`config.mk`:
```
export PLATFORM = sky130hd
export DESIGN_NAME = lss_sequencer
export DESIGN_NICKNAME = d
export VERILOG_FILES = /design/src/lss_sync.v /design/src/lss_sequencer.v
export VERILOG_INCLUDE_DIRS = /design/src
export SDC_FILE = /design/constraint.sdc
export NUM_CORES = 1
export LEC_CHECK = 0
export BUFFER_PORTS_ARGS = -buffer_cell sky130_fd_sc_hd__clkbuf_2
export CAP_MARGIN = 25
export CORE_UTILIZATION = 40
export DETAILED_ROUTE_END_ITERATION = 10
export GPL_TIMING_DRIVEN = 0
export PLACE_DENSITY_LB_ADDON = 0.08
export REMOVE_ABC_BUFFERS = 1
export SETUP_SLACK_MARGIN = 0.5
export SKIP_LAST_GASP = 1
export SYNTH_ARGS = -nofsm -noshare
export SYNTH_HDL_FRONTEND = slang
export SYNTH_SLANG_ARGS = --single-unit
```
`constraint.sdc`:
```
create_clock -name I_CLK -period 6 [get_ports I_CLK]
set_clock_uncertainty 0.15 [all_clocks]
set_input_delay 1.2 -clock I_CLK [delete_from_list [all_inputs] [get_ports I_CLK]]
set_output_delay 1.2 -clock I_CLK [all_outputs]
set_load 0.1 [all_outputs]
```
`src/lss_defines.vh`:
```
`ifndef LSS_DEFINES_VH
`define LSS_DEFINES_VH
// reference clock
`define LSS_CLK_HZ 20000000
// shutdown interval, detection delay, soft-start ramp (microseconds)
`define LSS_T_OFF_US 16000
`define LSS_T_DET_US 1500
`define LSS_T_SS_US 16000
`define LSS_OFF_CYC ((`LSS_T_OFF_US * (`LSS_CLK_HZ / 1000000)))
`define LSS_DET_CYC ((`LSS_T_DET_US * (`LSS_CLK_HZ / 1000000)))
`define LSS_SS_CYC ((`LSS_T_SS_US * (`LSS_CLK_HZ / 1000000)))
// channel count and classification codes
`define LSS_NCH 6
`define LSS_CLS_SHORT 2'h0
`define LSS_CLS_UNUSED 2'h1
`define LSS_CLS_USED 2'h2
// counter width
`define LSS_CW 20
`endif

```
`src/lss_sync.v`:
```
`timescale 1ns/1ns
// =====================================================================
// two-flop synchroniser, vector wide
module lss_sync #(
   parameter W = 1
) (
   // clock and reset
   input wire clk,
   input wire rst_n,
   // data
   input wire [W-1:0] d,
   output wire [W-1:0] q
);
   reg [W-1:0] s1_q;
   reg [W-1:0] s2_q;
   always @(posedge clk or negedge rst_n)
   begin
      if (!rst_n)
      begin
         s1_q <= {W{1'b0}};
         s2_q <= {W{1'b0}};
      end
      else
      begin
         s1_q <= d;
         s2_q <= s1_q;
      end
   end
   assign q = s2_q;
endmodule

```
`src/lss_sequencer.v`:
```
// Summary of operation
// - leave off only when enable high and supply above lockout
// - boost and sinks each enabled separately by enable-dimming high
// - power-up checks for shorts and open pins; switch only if clean
// - enable low longer than shutdown interval turns device fully off
// - detection starts on first dimming-high after disconnect gate reaches its target level
// - after led pin above low threshold, wait fixed delay, then decide
// - classify each channel as short fault, unused, or in use
// - unused channels disabled and removed from boost feedback
// - pin shorts assert fault output and retry until short removed
// - fault output released at end of detection phase
// - no soft-start unless output rises above undervoltage threshold
// - output undervoltage fault shuts down at once and latches off
// - latch cleared by lockout or long enable-low shutdown
// - latch also cleared by long dimming-low with enable high
// - soft-start ramps reference at fixed slope, dimming independent
// - soft-start ends on regulation, 93 percent threshold, or timeout
// - startup order: checks, disconnect, detection, soft-start
// - pull gate down gradually, then enable current reference, wait
// - first dimming-high after reference enable triggers detection
// - short pulses run open loop at overvoltage level, else closed
// - while dimming low, float compensation, await next rising edge
`timescale 1ns/1ns
`include "lss_defines.vh"
module lss_sequencer #(
   parameter NCH = `LSS_NCH,
   parameter OFF_CYC = `LSS_OFF_CYC,
   parameter DET_CYC = `LSS_DET_CYC,
   parameter SS_CYC = `LSS_SS_CYC,
   parameter RW = 8
) (
   // clock and reset
   input wire I_CLK,
   input wire I_NRST,
   // host pins
   input wire I_EN_DIM,
   input wire I_DIM_LOW_ONLY,
   // analog comparators
   input wire I_INPUT_SUPPLY_LOCKOUT_OK,
   input wire I_VOUT_SHORT,
   input wire I_FREQUENCY_SET_PIN_FAULT,
   input wire I_CURRENT_SET_PIN_FAULT,
   input wire I_GATE_AT_TARGET,
   input wire I_OUTPUT_UNDERVOLTAGE_FAULT,
   input wire I_VOUT_NEAR_OVP,
   input wire I_SHORT_PULSE,
   input wire [NCH-1:0] I_LED_ABOVE_LOW,
   input wire [NCH-1:0] I_LED_ABOVE_MID,
   input wire [NCH-1:0] I_LED_ABOVE_HIGH,
   input wire [NCH-1:0] I_LED_IN_REG,
   // control outputs
   output reg O_POWERED,
   output reg O_GATE_PULL,
   output reg O_CURRENT_SET_PIN_EN,
   output reg O_BOOST_EN,
   output reg [NCH-1:0] O_SINK_EN,
   output reg [NCH-1:0] O_FB_EN,
   output reg O_SS_ACTIVE,
   output reg [RW-1:0] O_SS_REF,
   output reg O_OPEN_LOOP,
   output reg O_COMP_FLOAT,
   output reg O_LATCHED,
   // open-drain fault, enable high pulls low
   output wire O_FAULT_OUT,
   output reg O_FAULT_OE
);
   // ==================================================================
   // reset release and input synchronisation
   reg rs1_q;
   reg rst_n;
   always @(posedge I_CLK or negedge I_NRST)
   begin
      if (!I_NRST)
      begin
         rs1_q <= 1'b0;
         rst_n <= 1'b0;
      end
      else
      begin
         rs1_q <= 1'b1;
         rst_n <= rs1_q;
      end
   end
   localparam SW = 10 + 4 * NCH;
   wire [SW-1:0] s;
   lss_sync #(.W(SW)) u_sync (
      .clk(I_CLK),
      .rst_n(rst_n),
      .d({I_EN_DIM, I_DIM_LOW_ONLY, I_INPUT_SUPPLY_LOCKOUT_OK,
          I_VOUT_SHORT, I_FREQUENCY_SET_PIN_FAULT,
          I_CURRENT_SET_PIN_FAULT, I_GATE_AT_TARGET,
          I_OUTPUT_UNDERVOLTAGE_FAULT, I_VOUT_NEAR_OVP, I_SHORT_PULSE,
          I_LED_ABOVE_LOW, I_LED_ABOVE_MID, I_LED_ABOVE_HIGH,
          I_LED_IN_REG}),
      .q(s)
   );
   wire en = s[SW-1];
   wire dim_low = s[SW-2];
   wire uvlo_ok = s[SW-3];
   wire vout_short = s[SW-4];
   wire frequency_set_pin_flt = s[SW-5];
   wire current_set_pin_flt = s[SW-6];
   wire gate_ok = s[SW-7];
   wire output_undervoltage_fault = s[SW-8];
   wire near_ovp = s[SW-9];
   wire short_pulse = s[SW-10];
   wire [NCH-1:0] above_low = s[4*NCH-1:3*NCH];
   wire [NCH-1:0] above_mid = s[3*NCH-1:2*NCH];
   wire [NCH-1:0] above_high = s[2*NCH-1:NCH];
   wire [NCH-1:0] in_reg = s[NCH-1:0];
   // dimming high means enable pin high and dimming not forced low
   wire dim_hi = en & ~dim_low;
   // ==================================================================
   // state machine
   localparam ST_OFF = 7'h01;
   localparam ST_CHECK = 7'h02;
   localparam ST_GATE = 7'h04;
   localparam ST_WAIT = 7'h08;
   localparam ST_DET = 7'h10;
   localparam ST_SS = 7'h20;
   localparam ST_RUN = 7'h40;
   reg [6:0] st_q;
   reg [6:0] st_d;
   reg en_q;
   reg [`LSS_CW-1:0] off_cnt_q;
   reg [`LSS_CW-1:0] dl_cnt_q;
   reg [`LSS_CW-1:0] t_q;
   reg latch_q;
   reg [NCH-1:0] unused_q;
   wire en_rise = en & ~en_q;
   wire off_exp = (off_cnt_q >= OFF_CYC[`LSS_CW-1:0]);
   wire dl_exp = (dl_cnt_q >= OFF_CYC[`LSS_CW-1:0]);
   wire pin_flt = frequency_set_pin_flt | current_set_pin_flt | vout_short;
   // classify one channel from its low and high comparators; mid is ignored
   function [1:0] cls;
      input lo;
      input mid;
      input hi;
      begin
         if (!lo)
            cls = `LSS_CLS_SHORT;
         else if (hi)
            cls = `LSS_CLS_USED;
         else
            cls = `LSS_CLS_UNUSED;
      end
   endfunction
   reg [NCH-1:0] sh_now;
   reg [NCH-1:0] un_now;
   integer k;
   always @*
   begin
      sh_now = {NCH{1'b0}};
      un_now = {NCH{1'b0}};
      for (k = 0; k < NCH; k = k + 1)
      begin
         sh_now[k] = (cls(above_low[k], above_mid[k], above_high[k])
                      == `LSS_CLS_SHORT);
         un_now[k] = (cls(above_low[k], above_mid[k], above_high[k])
                      == `LSS_CLS_UNUSED);
      end
   end
   wire any_short = |sh_now;
   wire t_det = (t_q >= DET_CYC[`LSS_CW-1:0] - 1'b1);
   wire t_ss = (t_q >= SS_CYC[`LSS_CW-1:0] - 1'b1);
   wire all_reg = &(in_reg | unused_q);
   // output rose above undervoltage threshold means no uvp flag
   wire near_ovp_ok = ~output_undervoltage_fault;
   always @*
   begin
      st_d = st_q;
      case (st_q)
         ST_OFF:
            if (en && uvlo_ok && !latch_q)
               st_d = ST_CHECK;
         ST_CHECK:
            if (!pin_flt)
               st_d = ST_GATE;
         ST_GATE:
            if (gate_ok)
               st_d = ST_WAIT;
         ST_WAIT:
            if (pin_flt)
               st_d = ST_CHECK;
            else if (dim_hi)
               st_d = ST_DET;
         ST_DET:
            if (pin_flt)
               st_d = ST_CHECK;
            else if (t_det && !any_short && near_ovp_ok)
               st_d = ST_SS;
         ST_SS:
            if (near_ovp || all_reg || t_ss)
               st_d = ST_RUN;
         ST_RUN:
            st_d = ST_RUN;
         default:
            st_d = ST_OFF;
      endcase
      if (!uvlo_ok || off_exp || output_undervoltage_fault || latch_q)
         st_d = ST_OFF;
   end
   always @(posedge I_CLK or negedge rst_n)
   begin
      if (!rst_n)
      begin
         st_q <= ST_OFF;
         en_q <= 1'b0;
         off_cnt_q <= {`LSS_CW{1'b0}};
         dl_cnt_q <= {`LSS_CW{1'b0}};
         t_q <= {`LSS_CW{1'b0}};
         latch_q <= 1'b0;
         unused_q <= {NCH{1'b0}};
      end
      else
      begin
         st_q <= st_d;
         en_q <= en;
         // long-low counter restarts on any rising edge
         if (en_rise || en)
            off_cnt_q <= {`LSS_CW{1'b0}};
         else if (!off_exp)
            off_cnt_q <= off_cnt_q + 1'b1;
         if (!en || !dim_low)
            dl_cnt_q <= {`LSS_CW{1'b0}};
         else if (!dl_exp)
            dl_cnt_q <= dl_cnt_q + 1'b1;
         // set wins over clear
         if (output_undervoltage_fault && st_q != ST_OFF && st_q != ST_CHECK)
            latch_q <= 1'b1;
         else if (!uvlo_ok || off_exp || dl_exp)
            latch_q <= 1'b0;
         // detection timer starts once led pins pass the low threshold
         if (st_q != st_d)
            t_q <= {`LSS_CW{1'b0}};
         else if ((st_q == ST_DET && (|above_low)) || st_q == ST_SS)
            t_q <= t_q + 1'b1;
         if (st_q == ST_DET && st_d == ST_SS)
            unused_q <= un_now;
         else if (st_q == ST_OFF)
            unused_q <= {NCH{1'b0}};
      end
   end
   // ==================================================================
   // outputs
   // one ramp step every RSTEP cycles spreads full scale over the timer
   localparam RSTEP = ((SS_CYC >> RW) > 0) ? (SS_CYC >> RW) : 1;
   reg [`LSS_CW-1:0] pre_q;
   wire step = (pre_q >= RSTEP[`LSS_CW-1:0] - 1'b1);
   // mask already valid in the first soft-start cycle
   wire [NCH-1:0] use_mask = (st_q == ST_DET) ? ~un_now : ~unused_q;
   always @(posedge I_CLK or negedge rst_n)
   begin
      if (!rst_n)
      begin
         O_POWERED <= 1'b0;
         O_GATE_PULL <= 1'b0;
         O_CURRENT_SET_PIN_EN <= 1'b0;
         O_BOOST_EN <= 1'b0;
         O_SINK_EN <= {NCH{1'b0}};
         O_FB_EN <= {NCH{1'b0}};
         O_SS_ACTIVE <= 1'b0;
         O_SS_REF <= {RW{1'b0}};
         pre_q <= {`LSS_CW{1'b0}};
         O_OPEN_LOOP <= 1'b0;
         O_COMP_FLOAT <= 1'b0;
         O_LATCHED <= 1'b0;
         O_FAULT_OE <= 1'b0;
      end
      else
      begin
         O_POWERED <= (st_d != ST_OFF);
         O_GATE_PULL <= (st_d != ST_OFF) && (st_d != ST_CHECK);
         O_CURRENT_SET_PIN_EN <= (st_d == ST_WAIT) || (st_d == ST_DET) ||
                      (st_d == ST_SS) || (st_d == ST_RUN);
         O_BOOST_EN <= dim_hi &&
                       (st_d == ST_SS || st_d == ST_RUN);
         O_SINK_EN <= (dim_hi && (st_d == ST_SS || st_d == ST_RUN)) ?
                      use_mask : {NCH{1'b0}};
         O_FB_EN <= (st_d == ST_SS || st_d == ST_RUN) ?
                    use_mask : {NCH{1'b0}};
         O_SS_ACTIVE <= (st_d == ST_SS);
         // slope from prescaled timer only, dimming does not gate it
         if (st_q != ST_SS || step)
            pre_q <= {`LSS_CW{1'b0}};
         else
            pre_q <= pre_q + 1'b1;
         if (st_q == ST_SS && step && O_SS_REF != {RW{1'b1}})
            O_SS_REF <= O_SS_REF + 1'b1;
         else if (st_q == ST_RUN)
            O_SS_REF <= {RW{1'b1}};
         else if (st_q != ST_SS)
            O_SS_REF <= {RW{1'b0}};
         O_OPEN_LOOP <= (st_d == ST_RUN) && short_pulse;
         O_COMP_FLOAT <= (st_d == ST_SS || st_d == ST_RUN) &&
                         !dim_hi;
         O_LATCHED <= latch_q;
         if (st_q == ST_DET && st_d == ST_SS)
            O_FAULT_OE <= 1'b0;
         else if (pin_flt && st_q != ST_OFF)
            O_FAULT_OE <= 1'b1;
         else if ((st_q == ST_DET) && t_det && any_short)
            O_FAULT_OE <= 1'b1;
         else if (st_q == ST_OFF)
            O_FAULT_OE <= latch_q;
      end
   end
   assign O_FAULT_OUT = 1'b0;
endmodule

```
=== Word-level counts from Yosys, hierarchy flattened ===
Index checks and enable logic that the tools add are counted.

* Flip-flop bits (word level): 194
* Latch bits: 0
* Output and inout bits: 30
* ROM bits: 0
* Bits in writable memories: 0
* Memories: 0

* Multipliers: 0
* Shift-type cells: 0
* Reduce and logical (&&, ||, !) cells: 51
* Eq/ne operators: 26
* Mux-type cells: 43
* Add/subtract/negate cells: 5
* Order comparisons: 5
* Div/mod/pow operators: 0
* Bitwise gates (word level): 10

{| class="wikitable"
|+ Operator list
! kind !! number
|-
| $mux 20 || 7
|-
| $add 20x1->20 const B || 4
|-
| $mux 7 || 9
|-
| $ge 20x19->1 const B || 3
|-
| $pmux 7 s7 || 1
|-
| $mux 6 || 5
|-
| $mux 2 || 12
|-
| $mux 8 || 3
|-
| $ge 20x11->1 const B || 1
|-
| $ge 20x15->1 const B || 1
|-
| $logic_and 1x1->1 || 17
|-
| $eq 7x4->1 const B || 2
|-
| $eq 7x5->1 const B || 2
|-
| $eq 7x6->1 const B || 2
|-
| $eq 7x7->1 const B || 2
|-
| $logic_or 1x1->1 || 14
|-
| $ne 7x1->1 const B || 2
|-
| $ne 7x2->1 const B || 2
|-
| $eq 2x1->1 const B || 6
|-
| $logic_not 2->1 || 6
|-
| $not 6->6 || 2
|-
| $reduce_or 6->1 || 2
|-
| $add 8x1->8 const B || 1
|-
| $ne 8x8->1 const B || 1
|-
| other kinds (16) || 33
|}

=== Logic depth before layout (Yosys ltp) ===
* Depth after elaboration: 15
* Depth in mapped cells: 11
* Gate-level depth less buffers: 9

=== Cells and area by module ===
A second synthesis with hierarchy kept.

* Cells, all modules: 718
* Area total of the unflattened synthesis: 8101.5 um^2

{| class="wikitable"
|+ By module, submodules not included
! module !! area an instance (um^2) !! cells an instance !! times used !! sequential area each (um^2)
|-
| lss_sequencer || 6399.9 || 650 || 1 || 3129.3
|-
| lss_sync || 1701.6 || 68 || 1 || 1701.6
|}

=== Worst setup path after synthesis ===
No wires, ideal clock.

* Path kind: register to register
* From: reg st_q[1]
* To: reg unused_q[2]
* Required time: 5.727 ns
* Arrival time: 2.538 ns
* Slack: 3.188 ns
* Path buffers: 3
* Stages on the path, launching flop included: 10
* Cells stage by stage: dfrtp_1 buf_6 or4_4 o311a_1 a2111o_1 buf_6 or2_1 buf_2 nand3_1 o21ai_1

* Longest elaborated chain between the ends: 7

{| class="wikitable"
|+ RTL lines
! element !! RTL line !! source
|-
| from (decl) || lss_sequencer.v:122 || <nowiki>reg [6:0] st_q;</nowiki>
|-
| from (signal assigned) || lss_sequencer.v:217 || <nowiki>st_q <= st_d;</nowiki>
|-
| $mux 7 (on tied branches) || lss_sequencer.v:190, lss_sequencer.v:185 ||
|-
| $mux 7 (on tied branches) || lss_sequencer.v:188, lss_sequencer.v:183 ||
|-
| $pmux 7 s7 || lss_sequencer.v:172 || <nowiki>case (st_q)</nowiki>
|-
| $mux 7 || lss_sequencer.v:200 || <nowiki>if (!uvlo_ok || off_exp || output_undervoltage_fault || latch_q)</nowiki>
|-
| $eq 7x6->1 || lss_sequencer.v:238 || <nowiki>if (st_q == ST_DET && st_d == ST_SS)</nowiki>
|-
| $logic_and 1x1->1 || lss_sequencer.v:238 ||
|-
| $mux 6 / $reduce_bool 2->1 (equally long branches) || - ||
|-
| to (signal assigned) || lss_sequencer.v:213 || <nowiki>unused_q <= {NCH{1'b0}};</nowiki>
|-
| to (signal assigned) || lss_sequencer.v:239 || <nowiki>unused_q <= un_now;</nowiki>
|-
| to (signal assigned) || lss_sequencer.v:241 || <nowiki>unused_q <= {NCH{1'b0}};</nowiki>
|-
| to (decl) || lss_sequencer.v:129 || <nowiki>reg [NCH-1:0] unused_q;</nowiki>
|}

Parallel ways exist; a longest one is shown, timed or not.
A chain may end at the register's enable or synchronous reset.

=== Final worst setup path ===
* From: reg st_q[1]
* To: reg t_q[19]

* Longest elaborated chain between the ends: 6

{| class="wikitable"
|+ RTL lines
! element !! RTL line !! source
|-
| $mux 7 (on tied branches) || lss_sequencer.v:190, lss_sequencer.v:185 ||
|-
| $mux 7 (on tied branches) || lss_sequencer.v:188, lss_sequencer.v:183 ||
|-
| $pmux 7 s7 || lss_sequencer.v:172 ||
|-
| $mux 7 || lss_sequencer.v:200 ||
|-
| $ne 7x7->1 || lss_sequencer.v:234 || <nowiki>if (st_q != st_d)</nowiki>
|-
| $mux 20 / $reduce_bool 2->1 (equally long branches) || - ||
|-
| to (signal assigned) || lss_sequencer.v:211 || <nowiki>t_q <= {`LSS_CW{1'b0}};</nowiki>
|-
| to (signal assigned) || lss_sequencer.v:235 || <nowiki>t_q <= {`LSS_CW{1'b0}};</nowiki>
|-
| to (signal assigned) || lss_sequencer.v:237 || <nowiki>t_q <= t_q + 1'b1;</nowiki>
|-
| to (decl) || lss_sequencer.v:127 || <nowiki>reg [`LSS_CW-1:0] t_q;</nowiki>
|}

Parallel ways exist; a longest one is shown, timed or not.

==> results by group <==
Outcome
  • Status: finished, final reports clean

Yosys
  • Top post-synthesis cells by area: dfrtp_1, nor2_1, xor2_1, nor4_2, nand2_1
  • Simple-gate share of the synthesized area: 0.215
  • Largest area contributor in the netlist: dfrtp_1
  • FF+latch count, synth: 181
  • Post-synthesis compound-gate area fraction: 0.0792
  • Netlist cell types: 63
  • Syn. warnings: 0
  • Post-synthesis sequential area ratio: 0.587
  • Main combinational cell family by area after synthesis: simple AND/OR/NAND/NOR gates
  • Xor and xnor area share after synthesis: 0.0669
  • Average cell area after synthesis: 10.8 sq um
  • Synth Area in Adders: 0.0146
  • Gate Count Post-Synth: 716
  • Dominant synthesized flop cell: dfrtp_1
  • Post-synth EDFFs: 0
  • Ys async rst share: 1.00
  • Post-synthesis instance area: 7720 sq um
  • Mux contribution to synthesized area: 0.00389
  • Yosys top cell area share: 0.583

Critical path
  • Startpoint Class: flop
  • CP required: 6.13 ns
  • Slowest CP cell: a2111o_1
  • Crit-path cells: nor4_2 > nand3_1 > o311a_1 > a2111o_1 > a211o_1 > nand2_1 > buf_8 > nor4_2
  • Number of cells on the critical path: 8
  • Crit path arrival time: 3.72 ns
  • CP endpoint kind: flop
  • CP most frequent cell: nor4_2
  • Setup Crit Path Kind: reg -> reg
  • CP max stage delay: 0.63 ns
  • Critical path peak fanout: 15
  • Worst path top cell family by delay: simple AND/OR/NAND/NOR gates
  • Buf+Inv Stages, Crit Path: 1
  • R2r worst-path depth: 8

Global routing
  • Initial antenna violation count: 0
  • Total congestion overflow: 0
  • M3 GR Usage: 0.0370
  • Met1 GRT Util: 0.216
  • Pin count of the biggest net entering global routing: 57
  • Met2 usage: 0.272
  • Total GRT Usage: 0.164
  • Vias in the first global route: 5,286
  • GRT busiest layer: met2
  • Wire length of the first global-routing pass: 25,800 um

STA
  • Tightest Pin Transition: 0.863 ns
  • Endpoints failing hold: 0
  • Tcrit/Tclk final: 0.599
  • Final Critical Period: 3.59 ns
  • Setup tns final: 0 ns
  • Slew Limit Fails: 0
  • Slew Limit Headroom: 0.425
  • RSZ-0062 raised after global routing: no
  • Fmax: 0.278 GHz
  • Endpoints failing setup: 0

Power and ir drop
  • Clock network power share: 0.456
  • Sw power: 0.000662 W
  • Peak VDD IR: 0.000190 V
  • Static Leak: 3.93 nW
  • Sw frac: 0.263
  • P_int: 0.00186 W
  • Seq pwr share: 0.502
  • Comb pwr share: 0.042
  • PD cells: 280 nW/um^2

Finish
  • Layout cell share with drive strength beyond 1: 0.161
  • Nets@finish: 825
  • Area Growth Syn to Fin: 16.8%
  • # diodes: 0
  • Fin cells: 1,053
  • Util after Layout: 0.479
  • FILL cells: 1,727

CTS
  • CTS tree: yes
  • Post-cts resize count: 0
  • Clock root cell: clkbuf_16
  • CTS sink count: 181
  • H-tree depth: 4
  • CTS Hold Buffers Added: 0
  • Post-CTS Setup Bufs: 0
  • CTS Buffer Depth: 2
  • Clock latency on the worst-skew pair: 0.43 ns
  • Total CTS buffers: 17
  • Clock transition at path regs: 0.08 ns

Route
  • Drt wl/cell: 14.2 um
  • Pre-Repair DR Iteration Count: 4
  • Post-route DRC: 0
  • Final WL: 14,900 um
  • Antenna-violating nets left: 0
  • Vias: 5,303
  • Via density: 5.04
  • 1st-iter DRT viols: 264

Job
  • Max Cap Violations: 0

Die
  • Row count: 50
  • # IOs: 66
  • Floorplan core area: 18,800 sq um
  • DIE WIDTH: 141 um
  • Die H: 141 um
  • Die Area: 19,900 sq um
  • Starting Density: 0.410

Placement
  • IO buf count: 58
  • Placed wire-length estimate: 10,500 um
  • Final GP Congestion: 0.825
  • Inst Count DP: 1,021

Hold path
  • Hold WC Path Type: reg -> async
[Yosys cell counts (3+ instances only)]
cell type / instances
nand4_1: 15
or3_1: 9
clkbuf_1: 16
ha_1: 9
nand2_1: 64
nor3_1: 23
o21ai_1: 11
dfrtp_1: 180
nand2b_1: 10
and2_1: 4
buf_2: 6
xor2_1: 34
o21ai_0: 29
a21oi_1: 23
and3_1: 7
a31oi_1: 4
o31ai_1: 5
nor3b_1: 6
nor4_2: 21
o21a_1: 4
o22ai_1: 3
buf_1: 3
xnor2_1: 25
nor2_1: 87
nor4b_1: 3
nor4_1: 9
mux2i_1: 3
and4_1: 3
nand3_1: 34
buf_6: 5
inv_1: 24
[power by group through the flow]
stage               combinational, W  clock [W]  sequential (W)
floorplan                  0.0000366          0         0.00132
finish                      0.000106    0.00115         0.00127
global placement           0.0000751          0         0.00131
global route                0.000119    0.00124         0.00127
detailed placement          0.000109          0         0.00129
CTS                         0.000109    0.00119         0.00127
[worst reg2reg max path: stages (launching register included)]
cell and delay (ns):
dfrtp_1 0.51, nor4_2 0.42, nand3_1 0.39, o311a_1 0.25, a2111o_1 0.63, a211o_1 0.31
nand2_1 0.49, buf_8 0.25, nor4_2 0.06
[area by class of cell]
cell class / count / area (sq um) / share of cell area
clock inverters: 15 / 205 / 0.0227
multi-input cells: 489 / 2970 / 0.329
repair buffers: 67 / 468 / 0.0519
inverters: 24 / 90.1 / 0.00999
well taps: 260 / 325 / 0.0361
clock buffers: 17 / 425 / 0.0472
flip-flops and latches: 181 / 4530 / 0.503
[registers in the layout, indices dropped and copies added, names as in the netlist, 6 cells and up]
| signal | cells |
|---|---|
| O_FB_EN | 6 |
| off_cnt_q | 20 |
| O_SINK_EN | 6 |
| t_q | 20 |
| unused_q | 6 |
| st_q | 7 |
| dl_cnt_q | 20 |
| u_sync.q | 28 |
| pre_q | 20 |
| O_SS_REF | 8 |
| u_sync.s1_q | 28 |
[kinds of logic after synthesis]
| group | after synthesis |
|---|---|
| simple gates | 308 |
| compound gates | 99 |
| mux | 3 |
| fa+ha+maj | 9 |
| buf+inv | 55 |
| flops | 181 |
| other cells | 2 |
| xor+xnor | 59 |
[worst paths after layout]
| path | from | end | slack (ns) |
|---|---|---|---|
| setup / recovery | st_q[1] | t_q[19] | 2.41 |
| hold / removal | rst_n | dl_cnt_q[14] | 0.09 |
| setup reg to reg | st_q[1] | t_q[19] | 2.41 |
| hold reg to reg | rst_n | dl_cnt_q[14] | 0.09 |
| max in group asynchronous | rst_n | t_q[0] | 4.40 |
| min in group I_CLK | u_sync.s1_q[29] | u_sync.q[29] | 0.20 |
[per-stage QoR]
step                      setup slack [ns]  hold slack (ns)  cell area [sq um]  total power, W
final                                 2.41           0.0902               9020         0.00252
after global routing                  2.11            0.125               9020         0.00263
after CTS                             2.38            0.104               9020         0.00256
after detailed placement              2.39           0.0974               8390         0.00140
after global placement               -1.45            0.184               8210         0.00139
after floorplan                      0.435            0.181               7590         0.00135
[layer usage]
layer  vias to the layer above  wire length, um
met5                         -                0
met4                         0               60
met3                         4              486
met2                        83             7400
met1                      2619             6990
li1                       2597                -
[placed cells by master (no fill, tap or decap), types with 7 or more instances in the layout]
master,n
nor2_1,87
nand3_1,34
or3_1,9
inv_1,24
nand2b_1,10
nor4_2,21
nor3_1,23
nand2_1,64
clkbuf_2,58
xor2_1,34
ha_1,9
conb_1,11
nor4_1,9
a21oi_1,23
dfrtp_1,179
nand4_1,15
and3_1,7
o21ai_0,29
xnor2_1,25
clkbuf_16,17
o21ai_1,11
Note: power is estimated with default switching activity, not from simulation.
